<file path="src/include/rtf_params.svh">
// Constants of the read trigger front end: offsets, fields, resets, timing
`ifndef RTF_PARAMS_SVH
`define RTF_PARAMS_SVH

`define RTF_CLK_MHZ 200
`define RTF_TICK_US 32
`define RTF_FILT_W 16
`define RTF_FILT_RST 16'h0001
`define RTF_CHAR_RST 8'h20
`define RTF_CHAR_NUL 8'h00
`define RTF_CHAR_OPEN 8'h3C
`define RTF_CHAR_CLOSE 8'h3E

`define RTF_MODE_CONT 3'h0
`define RTF_MODE_CONT1 3'h1
`define RTF_MODE_LEVEL 3'h2
`define RTF_MODE_EDGE 3'h3
`define RTF_MODE_SERIAL 3'h4
`define RTF_MODE_SER_EDGE 3'h5
`define RTF_MODE_RST 3'h3
`define RTF_POL_RST 1'b1

`define RTF_OFS_CONFIG 8'h00
`define RTF_OFS_LEAD 8'h04
`define RTF_OFS_TRAIL 8'h08
`define RTF_OFS_CHAR 8'h0C
`define RTF_OFS_STATUS 8'h10

`define RTF_CFG_MODE_LSB 0
`define RTF_CFG_POL_BIT 8
`define RTF_ST_RAW_BIT 0
`define RTF_ST_FILT_BIT 1
`define RTF_ST_ACTIVE_BIT 2

`define RTF_RESP_OKAY 2'h0
`define RTF_RESP_SLVERR 2'h2

`endif

</file>
<file path="src/include/rtf_pkg.sv">
// Types and mode decoding of the read trigger front end
`include "rtf_params.svh"
package rtf_pkg;

  typedef enum logic [1:0] {SER_IDLE, SER_OPEN, SER_CHAR} rtf_ser_state_t;

  typedef struct packed {
    logic valid;
    logic [7:0] data;
  } rtf_rx_byte_t;

  typedef struct packed {
    logic [2:0] mode;
    logic pol;
    logic [`RTF_FILT_W-1:0] lead;
    logic [`RTF_FILT_W-1:0] trail;
    logic [7:0] tchar;
  } rtf_cfg_t;

  function automatic logic is_ext_mode(input logic [2:0] mode);
    return (mode == `RTF_MODE_LEVEL) || (mode == `RTF_MODE_EDGE) ||
           (mode == `RTF_MODE_SER_EDGE);
  endfunction : is_ext_mode

  function automatic logic is_serial_mode(input logic [2:0] mode);
    return (mode == `RTF_MODE_SERIAL) || (mode == `RTF_MODE_SER_EDGE);
  endfunction : is_serial_mode

endpackage : rtf_pkg

</file>
<file path="src/hw/rtf_filter.sv">
// Leading and trailing edge stability filter on the trigger input
`timescale 1ns/1ps
`include "rtf_params.svh"
module rtf_filter
  import rtf_pkg::*;
#(
  parameter int LEN_W = `RTF_FILT_W
)(
  input wire logic aclk,                 // Device clock
  input wire logic aresetn,              // Synchronous reset, active low
  input wire logic enable,               // External trigger mode selected
  input wire logic tick,                 // One pulse per filter tick
  input wire logic raw,                  // Synchronised, polarity corrected input
  input wire logic [LEN_W-1:0] lead_len, // Ticks needed to go active
  input wire logic [LEN_W-1:0] trail_len, // Ticks needed to go inactive
  output logic level                     // Filtered trigger state
);

  logic level_reg;
  logic level_next;
  logic [LEN_W-1:0] cnt_reg;
  logic [LEN_W-1:0] cnt_next;

  wire differs = raw != level_reg;
  wire [LEN_W-1:0] need = raw ? lead_len : trail_len;
  wire [LEN_W:0] cnt_inc = {1'b0, cnt_reg} + {{LEN_W{1'b0}}, 1'b1};
  // One tick beyond the setting: a change seen late in a period still waits N full ticks
  wire settled = (need == '0) || (tick && (cnt_reg >= need));

  // Any bounce back to the held state restarts the count
  always_comb
  begin
    level_next = level_reg;
    cnt_next = cnt_reg;
    if (!enable)
    begin
      level_next = 1'b0;
      cnt_next = '0;
    end
    else if (!differs)
      cnt_next = '0;
    else if (settled)
    begin
      level_next = raw;
      cnt_next = '0;
    end
    else if (tick)
      cnt_next = cnt_inc[LEN_W-1:0];
  end

  always_ff @(posedge aclk)
  begin
    if (!aresetn)
    begin
      level_reg <= 1'b0;
      cnt_reg <= '0;
    end
    else
    begin
      level_reg <= level_next;
      cnt_reg <= cnt_next;
    end
  end

  assign level = level_reg;
endmodule : rtf_filter

</file>
<file path="src/hw/rtf_serial_trig.sv">
// Recogniser of the delimited serial trigger character
`timescale 1ns/1ps
`include "rtf_params.svh"
module rtf_serial_trig
  import rtf_pkg::*;
(
  input wire logic aclk,             // Device clock
  input wire logic aresetn,          // Synchronous reset, active low
  input wire rtf_rx_byte_t rx_byte,  // Received host byte, valid one cycle
  input wire logic [7:0] trig_char,  // Programmed trigger character
  output logic hit                   // One cycle pulse on a complete frame
);

  rtf_ser_state_t state_reg;
  rtf_ser_state_t state_next;
  logic hit_reg;

  wire is_open = rx_byte.data == `RTF_CHAR_OPEN;
  wire is_close = rx_byte.data == `RTF_CHAR_CLOSE;
  wire is_char = rx_byte.data == trig_char;
  wire frame_done = rx_byte.valid && state_reg == SER_CHAR && is_close;

  // A fresh opening bracket always restarts the frame
  always_comb
  begin
    state_next = state_reg;
    if (rx_byte.valid)
    begin
      case (state_reg)
        SER_IDLE: state_next = is_open ? SER_OPEN : SER_IDLE;
        SER_OPEN: state_next = is_char ? SER_CHAR : (is_open ? SER_OPEN : SER_IDLE);
        SER_CHAR: state_next = is_open ? SER_OPEN : SER_IDLE;
        default: state_next = SER_IDLE;
      endcase
    end
  end

  always_ff @(posedge aclk)
  begin
    if (!aresetn)
    begin
      state_reg <= SER_IDLE;
      hit_reg <= 1'b0;
    end
    else
    begin
      state_reg <= state_next;
      hit_reg <= frame_done;
    end
  end

  assign hit = hit_reg;

endmodule : rtf_serial_trig

</file>
<file path="src/hw/rtf_top.sv">
// Read trigger front end: filtered external trigger, serial trigger, registers
//
// Operation
// - Input change accepted only after stable filter time
// - Edge mode starts after uninterrupted active filter time
// - Level mode activates after leading filter time
// - Level mode deactivates after trailing filter time
// - Leading filter 0..65535, resets to one
// - Trailing filter up to 65535, resets to one
// - Zero setting passes changes unfiltered
// - Filters work only in external modes
// - Polarity bit: 0 open, 1 closed
// - Delimited programmed character is a trigger
// - Character defaults to space, never NUL
// - Serial trigger only in serial modes
// - Serial start behaves like edge start
// - Level cycle lasts until input inactive
// - Edge cycle ignores input going inactive
//
// Register access over AXI4-Lite and the placing of the registers were chosen for this implementation.
`timescale 1ns/1ps
`include "rtf_params.svh"
module rtf_top
  import rtf_pkg::*;
#(
  parameter int ADDR_W = 8,
  parameter int TICK_CYCLES = `RTF_TICK_US * `RTF_CLK_MHZ
)(
  input wire logic aclk,                   // Device clock, 200 MHz
  input wire logic aresetn,                // Synchronous reset, active low
  input wire logic [ADDR_W-1:0] awaddr,    // Write address
  input wire logic [2:0] awprot,           // Write protection, unused
  input wire logic awvalid,                // Write address valid
  output logic awready,                    // Write address ready
  input wire logic [31:0] wdata,           // Write data
  input wire logic [3:0] wstrb,            // Write byte strobes
  input wire logic wvalid,                 // Write data valid
  output logic wready,                     // Write data ready
  output logic [1:0] bresp,                // Write response
  output logic bvalid,                     // Write response valid
  input wire logic bready,                 // Write response ready
  input wire logic [ADDR_W-1:0] araddr,    // Read address
  input wire logic [2:0] arprot,           // Read protection, unused
  input wire logic arvalid,                // Read address valid
  output logic arready,                    // Read address ready
  output logic [31:0] rdata,               // Read data
  output logic [1:0] rresp,                // Read response
  output logic rvalid,                     // Read data valid
  input wire logic rready,                 // Read data ready
  input wire logic trig_pin,               // External trigger pin, asynchronous
  input wire rtf_rx_byte_t rx_byte,        // Host serial byte stream
  input wire logic cycle_done,             // Good read or timeout, one cycle
  output logic read_start,                 // Read cycle start pulse
  output logic read_stop,                  // Read cycle end pulse
  output logic read_active                 // Read cycle in progress
);

  generate
    if (TICK_CYCLES < 3 || TICK_CYCLES > 65536 || ADDR_W < 8 || ADDR_W > 32)
    begin : g_bad_param
      $error("rtf_top: TICK_CYCLES must be 3..65536 and ADDR_W 8..32");
    end
  endgenerate

  ////////////////////////////////////////////////////////////////////////////
  // Helpers

  function automatic logic [31:0] merge_bytes(input logic [31:0] old_val,
                                              input logic [31:0] new_val,
                                              input logic [3:0] strb);
    logic [31:0] res;
    res = old_val;
    for (int i = 0; i < 4; i++)
    begin
      if (strb[i])
        res[i*8 +: 8] = new_val[i*8 +: 8];
    end
    return res;
  endfunction : merge_bytes

  function automatic logic reg_known(input logic [ADDR_W-1:0] addr);
    logic [39:0] wide;
    logic [7:0] a;
    wide = 40'(addr);
    a = addr[7:0];
    return (wide[39:8] == 32'h00000000) &&
           (a == `RTF_OFS_CONFIG || a == `RTF_OFS_LEAD || a == `RTF_OFS_TRAIL ||
            a == `RTF_OFS_CHAR || a == `RTF_OFS_STATUS);
  endfunction : reg_known

  ////////////////////////////////////////////////////////////////////////////
  // Pin synchroniser and tick generator

  logic trig_meta_reg;
  logic trig_sync_reg;
  logic [15:0] tick_cnt_reg;
  logic tick_reg;

  localparam logic [15:0] TICK_LAST = 16'(TICK_CYCLES - 1);

  always_ff @(posedge aclk)
  begin
    if (!aresetn)
    begin
      trig_meta_reg <= 1'b0;
      trig_sync_reg <= 1'b0;
    end
    else
    begin
      trig_meta_reg <= trig_pin;
      trig_sync_reg <= trig_meta_reg;
    end
  end

  always_ff @(posedge aclk)
  begin
    if (!aresetn)
    begin
      tick_cnt_reg <= 16'h0000;
      tick_reg <= 1'b0;
    end
    else
    begin
      tick_cnt_reg <= (tick_cnt_reg == TICK_LAST) ? 16'h0000 : tick_cnt_reg + 16'h0001;
      tick_reg <= tick_cnt_reg == TICK_LAST;
    end
  end

  ////////////////////////////////////////////////////////////////////////////
  // Configuration registers over AXI4-Lite

  rtf_cfg_t cfg_reg;
  rtf_cfg_t cfg_next;
  logic aw_full_reg;
  logic w_full_reg;
  logic [ADDR_W-1:0] waddr_reg;
  logic [31:0] wdata_reg;
  logic [3:0] wstrb_reg;
  logic awready_reg;
  logic wready_reg;
  logic bvalid_reg;
  logic [1:0] bresp_reg;
  logic arready_reg;
  logic rvalid_reg;
  logic [31:0] rdata_reg;
  logic [1:0] rresp_reg;

  wire aw_take = awvalid && awready_reg;
  wire w_take = wvalid && wready_reg;
  wire do_write = aw_full_reg && w_full_reg && !bvalid_reg;
  wire aw_full_next = aw_take || (aw_full_reg && !do_write);
  wire w_full_next = w_take || (w_full_reg && !do_write);
  wire bvalid_next = do_write || (bvalid_reg && !bready);
  wire ar_take = arvalid && arready_reg;
  wire rvalid_next = ar_take || (rvalid_reg && !rready);

  wire [7:0] wofs = waddr_reg[7:0];
  wire [31:0] cfg_word = {23'h000000, cfg_reg.pol, 5'h00, cfg_reg.mode};
  wire [31:0] cfg_merged = merge_bytes(cfg_word, wdata_reg, wstrb_reg);
  wire [31:0] lead_merged = merge_bytes({16'h0000, cfg_reg.lead}, wdata_reg, wstrb_reg);
  wire [31:0] trail_merged = merge_bytes({16'h0000, cfg_reg.trail}, wdata_reg, wstrb_reg);
  wire [31:0] char_merged = merge_bytes({24'h000000, cfg_reg.tchar}, wdata_reg, wstrb_reg);
  wire [2:0] mode_new = cfg_merged[`RTF_CFG_MODE_LSB +: 3];
  wire mode_ok = mode_new <= `RTF_MODE_SER_EDGE;
  wire [7:0] char_new = char_merged[7:0];
  // Brackets are refused too: they would make the frame ambiguous
  wire char_ok = char_new != `RTF_CHAR_NUL && char_new != `RTF_CHAR_OPEN &&
                 char_new != `RTF_CHAR_CLOSE;

  // Illegal field values are dropped, the old setting stays
  always_comb
  begin
    cfg_next = cfg_reg;
    if (do_write && reg_known(waddr_reg))
    begin
      case (wofs)
        `RTF_OFS_CONFIG:
        begin
          if (mode_ok)
            cfg_next.mode = mode_new;
          cfg_next.pol = cfg_merged[`RTF_CFG_POL_BIT];
        end
        `RTF_OFS_LEAD: cfg_next.lead = lead_merged[15:0];
        `RTF_OFS_TRAIL: cfg_next.trail = trail_merged[15:0];
        `RTF_OFS_CHAR:
        begin
          if (char_ok)
            cfg_next.tchar = char_new;
        end
        default: cfg_next = cfg_reg;
      endcase
    end
  end

  always_ff @(posedge aclk)
  begin
    if (!aresetn)
    begin
      cfg_reg.mode <= `RTF_MODE_RST;
      cfg_reg.pol <= `RTF_POL_RST;
      cfg_reg.lead <= `RTF_FILT_RST;
      cfg_reg.trail <= `RTF_FILT_RST;
      cfg_reg.tchar <= `RTF_CHAR_RST;
    end
    else
      cfg_reg <= cfg_next;
  end

  always_ff @(posedge aclk)
  begin
    if (!aresetn)
    begin
      aw_full_reg <= 1'b0;
      w_full_reg <= 1'b0;
      awready_reg <= 1'b1;
      wready_reg <= 1'b1;
      bvalid_reg <= 1'b0;
      bresp_reg <= `RTF_RESP_OKAY;
      waddr_reg <= '0;
      wdata_reg <= 32'h00000000;
      wstrb_reg <= 4'h0;
    end
    else
    begin
      aw_full_reg <= aw_full_next;
      w_full_reg <= w_full_next;
      awready_reg <= !aw_full_next;
      wready_reg <= !w_full_next;
      bvalid_reg <= bvalid_next;
      if (aw_take)
        waddr_reg <= awaddr;
      if (w_take)
      begin
        wdata_reg <= wdata;
        wstrb_reg <= wstrb;
      end
      if (do_write)
        bresp_reg <= reg_known(waddr_reg) && wofs != `RTF_OFS_STATUS ?
                     `RTF_RESP_OKAY : `RTF_RESP_SLVERR;
    end
  end

  ////////////////////////////////////////////////////////////////////////////
  // Trigger path

  logic filt_level;
  logic ser_hit;
  logic filt_prev_reg;
  logic read_start_reg;
  logic read_stop_reg;
  logic read_active_reg;

  wire raw_active = cfg_reg.pol ? trig_sync_reg : !trig_sync_reg;
  wire ext_on = is_ext_mode(cfg_reg.mode);
  wire ser_on = is_serial_mode(cfg_reg.mode);
  wire level_mode = cfg_reg.mode == `RTF_MODE_LEVEL;

  rtf_filter #(
    .LEN_W(`RTF_FILT_W)
  ) u_filter (
    .aclk(aclk),
    .aresetn(aresetn),
    .enable(ext_on),
    .tick(tick_reg),
    .raw(raw_active),
    .lead_len(cfg_reg.lead),
    .trail_len(cfg_reg.trail),
    .level(filt_level)
  );

  rtf_serial_trig u_serial (
    .aclk(aclk),
    .aresetn(aresetn),
    .rx_byte(rx_byte),
    .trig_char(cfg_reg.tchar),
    .hit(ser_hit)
  );

  wire filt_rise = filt_level && !filt_prev_reg;
  wire filt_fall = !filt_level && filt_prev_reg;
  wire ext_start = filt_rise && ext_on;
  wire ser_start = ser_hit && ser_on;
  wire start_ev = ext_start || ser_start;
  wire level_end = filt_fall && level_mode && read_active_reg;
  wire done_end = cycle_done && read_active_reg && !level_mode;
  // A new trigger in an edge-like cycle ends the old cycle as it starts the next
  wire retrig_end = start_ev && read_active_reg && !level_mode;
  wire active_next = start_ev || (read_active_reg && !level_end && !done_end);

  always_ff @(posedge aclk)
  begin
    if (!aresetn)
    begin
      filt_prev_reg <= 1'b0;
      read_start_reg <= 1'b0;
      read_stop_reg <= 1'b0;
      read_active_reg <= 1'b0;
    end
    else
    begin
      filt_prev_reg <= filt_level;
      read_start_reg <= start_ev;
      read_stop_reg <= level_end || done_end || retrig_end;
      read_active_reg <= active_next;
    end
  end

  ////////////////////////////////////////////////////////////////////////////
  // Register read

  wire [7:0] rofs = araddr[7:0];
  wire [31:0] status_word = {29'h00000000, read_active_reg, filt_level, raw_active};
  wire [31:0] rd_mux =
    rofs == `RTF_OFS_CONFIG ? cfg_word :
    rofs == `RTF_OFS_LEAD ? {16'h0000, cfg_reg.lead} :
    rofs == `RTF_OFS_TRAIL ? {16'h0000, cfg_reg.trail} :
    rofs == `RTF_OFS_CHAR ? {24'h000000, cfg_reg.tchar} :
    status_word;

  always_ff @(posedge aclk)
  begin
    if (!aresetn)
    begin
      arready_reg <= 1'b1;
      rvalid_reg <= 1'b0;
      rdata_reg <= 32'h00000000;
      rresp_reg <= `RTF_RESP_OKAY;
    end
    else
    begin
      arready_reg <= !rvalid_next;
      rvalid_reg <= rvalid_next;
      if (ar_take)
      begin
        rdata_reg <= reg_known(araddr) ? rd_mux : 32'h00000000;
        rresp_reg <= reg_known(araddr) ? `RTF_RESP_OKAY : `RTF_RESP_SLVERR;
      end
    end
  end

  assign awready = awready_reg;
  assign wready = wready_reg;
  assign bvalid = bvalid_reg;
  assign bresp = bresp_reg;
  assign arready = arready_reg;
  assign rvalid = rvalid_reg;
  assign rdata = rdata_reg;
  assign rresp = rresp_reg;
  assign read_start = read_start_reg;
  assign read_stop = read_stop_reg;
  assign read_active = read_active_reg;
endmodule : rtf_top

</file>
<file path="config.mk">
export PLATFORM = sky130hd
export DESIGN_NAME = rtf_top
export DESIGN_NICKNAME = d
export VERILOG_FILES = /design/src/include/rtf_pkg.sv /design/src/hw/rtf_filter.sv /design/src/hw/rtf_serial_trig.sv /design/src/hw/rtf_top.sv
export VERILOG_INCLUDE_DIRS = /design/src /design/src/include
export SDC_FILE = /design/constraint.sdc
export NUM_CORES = 1
export LEC_CHECK = 0
export CAP_MARGIN = 20
export CELL_PAD_IN_SITES_DETAIL_PLACEMENT = 1
export CELL_PAD_IN_SITES_GLOBAL_PLACEMENT = 2
export CORE_MARGIN = 2
export CORE_UTILIZATION = 41
export DETAILED_ROUTE_END_ITERATION = 12
export DONT_BUFFER_PORTS = 1
export PLACE_DENSITY_LB_ADDON = 0.1
export SLEW_MARGIN = 15
export SYNTH_ARGS = -nofsm -noshare
export SYNTH_HDL_FRONTEND = slang
export SYNTH_HIERARCHICAL = 1
export SYNTH_SLANG_ARGS = --single-unit
</file>
<file path="constraint.sdc">
create_clock -name aclk -period 8.4 [get_ports aclk]
set_clock_uncertainty 0.15 [all_clocks]
set_input_delay 0.84 -clock aclk [delete_from_list [all_inputs] [get_ports aclk]]
set_output_delay 0.84 -clock aclk [all_outputs]
set_load 0.1 [all_outputs]
</file>
==> results of run 1 <==
layer usage:
layer  share of wire, %  vias up  global-route usage (%)  wire (µm)
li1                   -     2809                       -          -
met4                1.2        0                    7.29        236
met5                  0        -                       0          0
met3                4.4       19                    4.43        866
met2                 48      123                    36.3       9410
met1                 47     2816                    29.7       9260
cells by family (layout without fill, tap and decap cells):
family,after synthesis,after routing,synth area share (%)
mux,65,65,9.52
compound gates,132,132,13.3
flops,138,138,39.2
simple gates,336,336,24.7
other cells,1,18,0.0532
buf+inv,75,50,5.38
xor+xnor,37,37,4.60
fa+ha+maj,18,18,3.20
power by group through the flow:
| stage | logic (mW) | clock network (mW) | registers [mW] |
|---|---|---|---|
| after global placement | 0.105 | 0 | 0.715 |
| after global routing | 0.119 | 0.953 | 0.703 |
| final | 0.110 | 0.902 | 0.701 |
| after detailed placement | 0.108 | 0 | 0.716 |
| after CTS | 0.109 | 0.919 | 0.701 |
| after floorplan | 0.105 | 0 | 0.712 |
cell usage after synthesis (all sizes together), types with 4 or more instances:
library cell | n | share of area [%]
dfxtp | 138 | 39
nand2 | 132 | 7.0
mux2i | 58 | 8.2
a21oi | 49 | 3.6
nor2 | 46 | 2.5
buf | 36 | 3.3
nand3 | 31 | 2.2
nor3 | 27 | 2.8
clkbuf | 25 | 1.3
xor2 | 23 | 2.9
nand4 | 21 | 2.0
ha | 18 | 3.2
a22oi | 15 | 1.6
inv | 14 | 0.75
nor4 | 14 | 1.5
xnor2 | 14 | 1.7
o21ai | 13 | 0.98
and3 | 9 | 0.80
nor2b | 9 | 0.80
or3 | 9 | 0.80
a22o | 8 | 0.99
and2 | 8 | 0.71
nand2b | 8 | 0.71
a41oi | 7 | 0.87
a31oi | 6 | 0.75
mux2 | 6 | 0.96
o211ai | 6 | 0.64
or4 | 6 | 0.75
a211o | 5 | 0.62
and4 | 5 | 0.62
nor4b | 4 | 0.59
cell type report:
class / count / area (µm²)
inverter: 14 / 52.6
tap: 220 / 275
sequential: 138 / 2760
fill: 1950 / 8880
timing repair buffer: 4 / 40.0
multi-input combinational: 606 / 3980
clock buffer: 22 / 474
clock inverter: 10 / 233
metrics by stage:
step	util [%]	instance area [µm²]
2_1_floorplan	-	7110
4_1_cts	46.7	7790
6_report	46.8	7820
5_1_grt	46.8	7820
3_3_place_gp	42.4	7090
3_5_place_dp	42.4	7090
path summary, 6_finish.rpt:
check        depth (start not counted)                   to                   from  slack, ps
max                                  9  u_filter/cnt_reg[2]            cfg_reg[40]       5170
min                                  1         u_serial/hit  u_serial/state_reg[0]        300
max reg2reg                          9  u_filter/cnt_reg[2]            cfg_reg[40]       5170
min reg2reg                          1         u_serial/hit  u_serial/state_reg[0]        300
==> results.md, run 1 <==
- The flow ran to the end, and the final reports show no timing, DRC or antenna violations.
- For the pin with the worst max-slew slack, the measured transition is 1040 ps.
- The depth of the CTS H-tree is 4.
- The routed design has 19800 µm of wire.
- The hold-fix buffer count after cts is 0.
- After routing, the total negative slack on setup checks comes to 0 ps.
- The internal power summed over all cells is 1.31 mW.
- The largest single stage delay on the critical path is 610 ps.
- Timing analysis after detailed placement gives a worst setup slack of 5160 ps.
- The switching part of the total is 23.8%.
- The flip-flop count of the largest register, all copies and words added is 44.
- Once detail routing completed, the nets flagged for antenna violations numbered 0.
- Setup repair after global routing left no endpoint under its margin.
- For the worst setup path, the data required time is 8520 ps.
- Across the run, the number of max-cap violations was 0.
- Counting flops and latches in the post-synthesis netlist gives 138.
- The first global-routing pass estimated 31800 µm of wire.
- For the worst setup path, the data arrival time is 3350 ps.
- The switching component of the power is 0.407 mW.
- During synthesis, Yosys emitted a total of 6 warnings.
- The maximum buffer depth of the clock tree is 2.
- The number of enable flip-flop cells after synthesis is 0.
- The most used flip-flop cell after synthesis is dfxtp_1.
- 120 I/O pins were placed.
- After synthesis, the share of flip-flops with an asynchronous set or reset is 0%.
- The worst IR drop on VDD is 144 µV.
- The leakage component of the power is 2.86 nW.
- The half-perimeter wire length of the detailed placement result is 14000 µm.
- The number of port buffers is 0.
- The total global routing overflow is 0.
- Combinational logic is responsible for 6.4% of the overall power.
- Total power for the finished layout comes to 1.71 mW.
- The hold violation count in the final report is 0.
- Using the TritonRoute via totals, the vias-per-cell ratio works out to 5.69.
- Along the worst path, the maximum fanout reaches 24.
- Once layout is complete, the cells apart from fillers number 1014.
- The slowest stage of the critical path is the a31oi_4 cell.
- Setup violations remaining at the end of the flow were counted as 0.
- Counting both buffers and inverters, the worst setup path holds a total of 1.
- Of the available clock period, the critical path in the final layout requires 38.5%.
- The area added between synthesis and finish is 11.0%.
- The mean cell area of the mapped netlist is 8.78 µm².
- Entering global routing, the biggest net connects 84 pins.
- The DRC violation count after routing is 0.
- The TritonCTS clock tree is done.
- The via count of the first global-routing pass came to 5946.
- The cell count after synthesis came out at 802.
- Before antenna repair, the detailed router went through 4 iterations.
- The final critical-path required period is 3230 ps.
- The tree is rooted in a clkbuf_16.
- The class of the worst hold path is flip-flop to flip-flop.
- The horizontal die dimension is 135 µm.
- The number of antenna diodes in the final layout is 0.
- The final max-slew violation count is 0.
- The critical path is of the flip-flop to flip-flop type.
- The clock latency on the worst-skew pair is 430 ps.
- The number of antenna violations at the first check in global routing came to 0.
- For this design, the sink count on the clock tree is 138.
- The y dimension of the die is 135 µm.
- The power density over the cells is 219 nW/µm².
- The standard cell core area is 16700 µm².
- The part of the power in registers is 40.9%.
- The worst setup path is launched from a flip-flop.
- The most common library cell in the layout ignoring fill and taps is dfxtp_1.
- Summing the sequential cell areas from Yosys gives 39.2% of the chip area.
- In the final layout, the share of cells above drive strength 1 is 9.19%.
- The floorplan step defined a die boundary enclosing 18200 µm².
- Once the clock tree was built, the setup fixing pass inserted 0 buffers.
- Routability-driven placement finished with a final weighted congestion of 0.845.
- The clock network burns 52.6% of the power.
- The net total in the final layout is 875.
- Global routing used 22.3% of the available tracks across all layers.
- The floorplan has 47 rows.
- The initial core utilization is 42.2%.
- In this run, the number of DRC markers left after iteration 0 of detailed routing was 252.
- The final hold slack is 305 ps.
- The worst setup slack after layout is 5170 ps.
- The upper clock frequency limit is 0.310 GHz.
- In the layout the commonest cells are dfxtp_1 (138), nand2_1 (132), mux2i_1 (58).
- The cell area after technology mapping is 7050 µm².
- In this run, post-CTS repair resized a total of 0 instances.
- The count of cell types in the netlist is 72.
- The number of placed instances, taps included, is 980.
- After detailed routing, the average wire length per cell comes to 19.5 µm.
- Headroom to the max-slew limit came out at 30.6%.
- The family of cells with the greatest summed delay on the critical path is compound AO/OA/AOI/OAI gates.
- After clock tree synthesis, the clock-pin slew on the worst setup and hold paths is 60 ps.
- The worst setup path is captured at a flip-flop.
- The critical path goes through xnor2_2, buf_4, mux2i_1, ha_1, nand4_1, nor3_2, a221oi_2, a31oi_4, nor3_1.
- The number of clock buffers inserted by TritonCTS is 17.
- The via count is 5767.
Power figures use the tool's default switching activity.
==> inputs of run 2 (changes only) <==
--- a/config.mk
+++ b/config.mk
@@ -10,7 +10,7 @@
 export CELL_PAD_IN_SITES_DETAIL_PLACEMENT = 1
 export CELL_PAD_IN_SITES_GLOBAL_PLACEMENT = 2
 export CORE_MARGIN = 2
-export CORE_UTILIZATION = 41
+export CORE_UTILIZATION = 35
 export DETAILED_ROUTE_END_ITERATION = 12
 export DONT_BUFFER_PORTS = 1
 export PLACE_DENSITY_LB_ADDON = 0.1
==> constraint.sdc (replaced) <==
create_clock -name aclk -period 2.6 [get_ports aclk]
set_clock_uncertainty 0.15 [all_clocks]
set_input_delay 0.26 -clock aclk [delete_from_list [all_inputs] [get_ports aclk]]
set_output_delay 0.26 -clock aclk [all_outputs]
set_load 0.1 [all_outputs]
==> results.md, run 2 (synthesis results as in run 1) <==
- The final weighted congestion in routability-driven placement is 0.790.
- After detailed routing, the number of remaining DRC violations is 0.
- The setup TNS is -278 ps.
- The critical-path maximum fanout is 16.
- The hold violation count in the final report is 0.
- The cell at the root of the clock tree is clkbuf_16.
- In this run the post-CTS setup repair buffer count came out at 0.
- The clock latency on the worst-skew pair is 430 ps.
- The worst setup path is captured at a flip-flop.
- The final critical-path required period is 2680 ps.
- The register with the most flip-flops in the layout has 44 of them.
- The worst IR drop on VDD is 443 µV.
- The largest individual stage delay along the critical path comes from the cell dfxtp_2.
- The stage delay of the slowest cell on the critical path is 340 ps.
- Prior to clock tree synthesis, the placed netlist has a worst setup slack of -136 ps.
- Summed over all layers, the global routing overflow is 0.
- The repair_antennas step left the layout with diodes totalling 0.
- The number of port buffers is 0.
- From bottom edge to top edge, the die measures 146 µm.
- The checks that failed: negative setup slack.
- In this run the remaining antenna-violating nets after routing total 0.
- The total global routing track utilization is 20.3%.
- The first detailed-routing pass took 4 iterations.
- The die covers 21300 µm².
- Dividing the detail-routed wire length by the instance count gives 18.2 µm.
- Traced cell by cell, the critical path runs through xnor2_4, buf_4, mux2i_2, ha_1, nor2b_1, o211a_1, o311ai_4, a31oi_4, buf_12, nor4b_2.
- The first routing iteration left 267 violations.
- The post-detailed-route via-to-cell ratio is 5.31.
- TritonCTS built the clock tree.
- For this design the ratio of total power to cell area is 608 nW/µm².
- Setup violations remaining at the end of the flow were counted as 7.
- In this run the cell area measured after placement is 7640 µm².
- Measured on the finished design, the core utilization comes to 45.1%.
- Leaving out fill and tap cells, the most frequent cell in the layout is dfxtp_1.
- Max-cap violations in this run came to 0.
- The setup path with the least slack is of type flip-flop to flip-flop.
- Summed over all nets, wire length on met2 after detailed routing comes to 10300 µm.
- The total clock sinks is 138.
- The via count of the first global-routing pass is 6566.
- Headroom to the max-slew limit came out at 37.5%.
- The net total in the final layout is 985.
- Summing all non-filler instances in the final layout gives an area of 8830 µm².
- Detailed routing placed a total of 689 µm of wire on met3.
- The horizontal die dimension is 146 µm.
- The initial core utilization is 36.0%.
- The top cell types in the final layout, fill and taps aside, are dfxtp_1 (136), nand2_1 (132), buf_4 (62).
- The uppermost layer routed is met4.
- For this design the static power due to leakage is 3.30 nW.
- The upper clock frequency limit is 0.374 GHz.
- The first-pass GRT wire length is 34600 µm.
- The final route contains 6208 vias.
- The area added between synthesis and finish is 25.3%.
- The wire-length estimate of the detail-placed layout is 15200 µm.
- Setup slack on the critical path of the routed design comes to -75.7 ps.
- The finished layout holds 1169 standard cells, fillers aside.
- The maximum number of pins on one net before global-route repair is 73.
- For this block, wires on met1 add up to 10000 µm.
- The filler cells instantiated in the layout total 2280.
- After detailed routing, the total wire length is 21300 µm.
- The CTS clock-pin slew for the worst setup and hold paths is 60 ps.
- The share of layout cells above drive strength 1 is 15.7%.
- The number of clock buffers inserted by TritonCTS is 17.
- The maximum buffer depth of the clock tree is 2.
- In this run, placement finished with an instance count of 1087.
- The final max-slew violation count came to 0.
- Setup repair after global routing could not meet its margin everywhere.
- The tightest min-delay check is of the primary input to flip-flop type.
- The data required time of the critical path is 2780 ps.
- Data on the critical path arrives at its endpoint at 2860 ps.
- The ratio of final minimum period to clock period is 103%.
- STA classifies the critical path startpoint as a flip-flop.
- After floorplanning, the core was sized to cover 19600 µm².
- The number of antenna violations at the first check in global routing is 0.
- The number of standard-cell rows in the floorplan is 51.
- The family of cells with the greatest summed delay on the critical path is compound AO/OA/AOI/OAI gates.
- The flow ran to the end, but the final reports show violations.
- Counting both buffers and inverters, the worst setup path holds a total of 2.
- The depth of the CTS H-tree is 4.
- The slew of the pin with the lowest slew margin is 937 ps.
- The I/O pin total is 120.
==> run 2: cell types whose count changed in the layout (fill, tap and decap cells not counted), sizes merged <==
cell / delta
clkbuf: -3
bufinv: -3
dlygate4sd3: +49
buf: +61
clkinvlp: +1
clkinv: +5
==> run 2: stage by stage <==
step	power [mW]	hold slack [ps]
global route	5.55	23.0
finish	5.37	20.0
floorplan	2.65	236
CTS	5.42	9.29
global placement	2.68	237
detailed placement	2.69	230
==> run 2: final timing paths <==
path,to,cells after the start,slack [ps],start
min,tick_cnt_reg[1],3,20,aresetn
max reg2reg,u_filter/cnt_reg[1],10,-80,trig_sync_reg
max,u_filter/cnt_reg[1],10,-80,trig_sync_reg
min reg2reg,wdata_reg[10],2,310,wdata_reg[10]
==> run 2: layer usage <==
metal / up-vias / global-route usage [%]
li1: 3019 / -
met1: 3065 / 26.0
met2: 108 / 34.7
met3: 16 / 4.61
met4: 0 / 4.95
met5: - / 0
==> run 2: repair_timing <==
item | in CTS | in global routing
resized for setup | 3 | 4
hold endpoints to repair | 82 | 0
pin swaps | 2 | 2
hold buffers | 50 | 0
setup endpoints to repair | 8 | 17
==> run 2: worst reg2reg max path, cell delays in order (launching register included) <==
cell	delay [ps]
dfxtp_2	340
xnor2_4	220
buf_4	150
mux2i_2	220
ha_1	270
nor2b_1	130
o211a_1	240
o311ai_4	330
a31oi_4	140
buf_12	180
nor4b_2	220
==> run 2: final cells by class <==
| cell class | count | area, µm² | area share, % |
|---|---|---|---|
| Sequential cell | 138 | 2770 | 31.3 |
| Clock inverter | 13 | 193 | 2.18 |
| Timing Repair Buffer | 114 | 1020 | 11.6 |
| Tap cell | 265 | 332 | 3.76 |
| Inverter | 14 | 52.6 | 0.595 |
| Multi-Input combinational cell | 606 | 4020 | 45.5 |
| Clock buffer | 19 | 443 | 5.02 |
==> run 2: report_power, final <==
| group | switching [mW] | internal [mW] |
|---|---|---|
| logic | 0.363 | 0.154 |
| registers | 0.0532 | 2.16 |
| clock network | 0.994 | 1.64 |
| total | 1.41 | 3.96 |
==> inputs of run 3 (changes only) <==
--- a/config.mk
+++ b/config.mk
@@ -6,14 +6,15 @@
 export SDC_FILE = /design/constraint.sdc
 export NUM_CORES = 1
 export LEC_CHECK = 0
+export ABC_AREA = 1
 export CAP_MARGIN = 20
 export CELL_PAD_IN_SITES_DETAIL_PLACEMENT = 1
 export CELL_PAD_IN_SITES_GLOBAL_PLACEMENT = 2
 export CORE_MARGIN = 2
-export CORE_UTILIZATION = 35
+export CORE_UTILIZATION = 32
 export DETAILED_ROUTE_END_ITERATION = 12
 export DONT_BUFFER_PORTS = 1
-export PLACE_DENSITY_LB_ADDON = 0.1
+export PLACE_DENSITY_LB_ADDON = 0.15
 export SLEW_MARGIN = 15
 export SYNTH_ARGS = -nofsm -noshare
 export SYNTH_HDL_FRONTEND = slang
==> results.md, run 3 <==
- The proportion of netlist area held by the largest area contributor is 38.9%.
- At the end of routability-driven placement, the weighted congestion stood at 0.760.
- The tool flagged a number of max-cap violations equal to 0.
- The count of cell types in the netlist is 43.
- Adding up every negative setup slack in the final design gives 0 ps.
- The end of the worst hold path is cfg_reg[42].
- The count of buffers added on input and output ports is 0.
- The power density over the cells is 618 nW/µm².
- The flow ran to the end, and the final reports show no timing, DRC or antenna violations.
- The number of cells on the worst hold path is 2.
- The horizontal die dimension is 153 µm.
- In this run the remaining antenna-violating nets after routing total 0.
- The TritonCTS clock tree is done.
- Subtracting the final worst setup slack from the clock period gives 2520 ps.
- The share of layout cells above drive strength 1 is 13.9%.
- The final total power is 5.50 mW.
- The via count is 6581.
- The total overflow left after global routing is 0.
- The average wire per standard cell is 15.4 µm.
- The net total in the final layout is 1189.
- The register with the most flip-flops in the layout has 44 of them.
- The total global routing track utilization is 17.9%.
- The register bit total from synthesis is 138.
- The worst-case IR drop observed on VDD is 394 µV.
- The critical path startpoint category is a flip-flop.
- The upper clock frequency limit is 0.396 GHz.
- The source of the worst hold timing path is aresetn.
- The ratio of final minimum period to clock period is 97.1%.
- The class of the worst hold path is primary input to flip-flop.
- Setup repair after global routing could not meet its margin everywhere.
- The area added between synthesis and finish is 25.0%.
- Yosys mapped a number of flops with a built-in enable equal to 0.
- The endpoint of the worst register-to-register path is u_filter/cnt_reg[0].
- The final hold slack is 14.1 ps.
- The worst flop-to-flop path startpoint is trig_sync_reg.
- The I/O pin total is 120.
- The category of the critical setup timing path is flip-flop to flip-flop.
- The standard cell core area is 21800 µm².
- The critical-path maximum fanout is 8.
- The total of endpoints with negative setup slack in the final report is 0.
- The tree built by TritonCTS fans out to 138 sinks.
- The area of placed instances is 7520 µm².
- The clock latency on the worst-skew pair is 420 ps.
- Dividing the detail-routed via count by the number of cells gives 4.74.
- The maximum buffer depth of the clock tree is 2.
- The internal reg-to-reg setup slack is 80 ps.
- A synthesized cell averages 6.93 µm².
- The first routing iteration left 236 violations.
- The depth of the CTS H-tree is 4.
- The initial utilization of the core area, before any placement, comes to 32.6%.
- The depth of the worst register-to-register path is 14.
- The slew of the pin with the lowest slew margin is 937 ps.
- The library cell used most frequently in the layout, excluding fill and tap cells, is nand2_1.
- The filler cell count is 2722.
- The pre-antenna-repair detailed-routing pass consisted of 4 iterations.
- The floorplan step set the die height to 153 µm.
- Clock tree synthesis inserted a total of 17 buffers.
- The number of standard-cell rows in the floorplan is 54.
- The post-synthesis sequential area ratio is 38.9%.
- Detailed placement ended at an HPWL of 15100 µm.
- In the routed design, unresolved DRC markers number 0.
- For this run, asynchronously set or reset flops after synthesis account for 0%.
- The synthesized netlist occupies a cell area of 7110 µm².
- The first-pass GRT wire length is 33900 µm.
- The antenna cell count is 0.
- Synthesis handed over a netlist of 1026 instances.
- Yosys attributes the largest share of cell area to dfxtp_1 (39%), nand2_1 (13%), nor2_1 (6.8%).
- The number of antenna violations at the first check in global routing came to 0.
- The hold violation count in the final report is 0.
- In the layout the commonest cells are nand2_1 (245), dfxtp_1 (136), inv_1 (126).
- The maximum number of pins on one net before global-route repair is 72.
- The commonest cells after synthesis are nand2_1 (248), dfxtp_1 (138), nor2_1 (129), inv_1 (126), a21oi_1 (68).
- The die footprint is 23400 µm².
- The overall routed net length is 21400 µm.
- The biggest area contributor in the post-synthesis netlist is dfxtp_1.
- Yosys printed 6 warnings.
- The critical path data arrival time is 2730 ps.
- The commonest register cell after synthesis is dfxtp_1.
- The CTS clock-pin slew for the worst setup and hold paths is 60 ps.
- The most common cell in the synthesized netlist is nand2_1.
- The via count of the first global-routing pass was 6451.
- The final max-slew violation count is 0.
- The worst setup path is captured at a flip-flop.
- The cell area after layout is 8890 µm².
- Measured against its own limit, the worst slew margin works out to 37.4%.
- The cell at the root of the clock tree is clkbuf_16.
- The data required time of the critical path is 2800 ps.
- The leakage component of the power is 3.69 nW.
[run 3: logic make-up after synthesis]
family	count (synthesis)	synth area share, %
simple gates	507	32.2
buf+inv	181	11.2
compound gates	154	11.2
flops	138	38.9
xor+xnor	26	3.20
fa+ha+maj	18	3.17
other cells	1	0.0527
mux	1	0.141
[run 3: area by class of cell]
type | count | area (µm²) | share of cell area (%)
clock buffers | 21 | 470 | 5.29
multi-input cells | 724 | 3800 | 42.7
clock inverters | 11 | 168 | 1.89
inverters | 133 | 504 | 5.67
repair buffers | 81 | 830 | 9.33
well taps | 280 | 350 | 3.94
flip-flops and latches | 138 | 2770 | 31.1
[run 3: critical path: stages, from the launching register on]
cell       delay (ps)
dfxtp_4           360
xnor2_4           250
buf_6             160
clkbuf_16         150
buf_12            140
o21ai_2            80
ha_1              290
nand2_1            90
o21ai_2            70
a21oi_2           140
nand2_2            90
nand2_4            80
nand4_4           140
clkbuf_16         200
nor2_1             80
[run 3: what timing repair did]
item                                   4_1_cts  5_1_grt
hold buffers                                36        0
endpoints found under the hold margin       82        0
buffers inserted                             0        7
gates resized for setup                      0       49
setup endpoints to repair                    0       17
[run 3: worst max-delay path by stage]
stage	cells past startpoint	slack (ps)	startpoint	endpoint
floorplan	18	250	cfg_reg[40]	u_filter/cnt_reg[12]
global placement	16	60	cfg_reg[40]	u_filter/cnt_reg[15]
detailed placement	13	3	cfg_reg[40]	u_filter/cnt_reg[10]
CTS	13	2	cfg_reg[40]	u_filter/cnt_reg[5]
global route	16	-50	trig_sync_reg	u_filter/cnt_reg[4]
finish	14	80	trig_sync_reg	u_filter/cnt_reg[0]
[run 3: report_power, final]
| group | switching (mW) | total [mW] | internal, mW |
|---|---|---|---|
| combinational | 0.446 | 0.626 | 0.181 |
| sequential | 0.0501 | 2.22 | 2.17 |
| clock | 0.972 | 2.65 | 1.68 |
| total | 1.47 | 5.50 | 4.03 |
[run 3: metrics by stage]
stage | instances | setup slack, ps | utilization [%]
after global placement | 1309 | 63.2 | 34.5
after floorplan | 1043 | 253 | -
final | 1388 | 76.4 | 40.7
after detailed placement | 1309 | 3.16 | 34.5
after global routing | 1388 | -53.7 | 40.7
after CTS | 1377 | 1.68 | 39.1
[run 3: per-layer routing]
layer | track usage (%) | vias to the layer above | wire length (µm)
met4 | 4.89 | 0 | 210
met3 | 2.92 | 17 | 668
li1 | - | 3376 | -
met1 | 25.2 | 3100 | 10800
met5 | 0 | - | 0
met2 | 28.3 | 88 | 9720
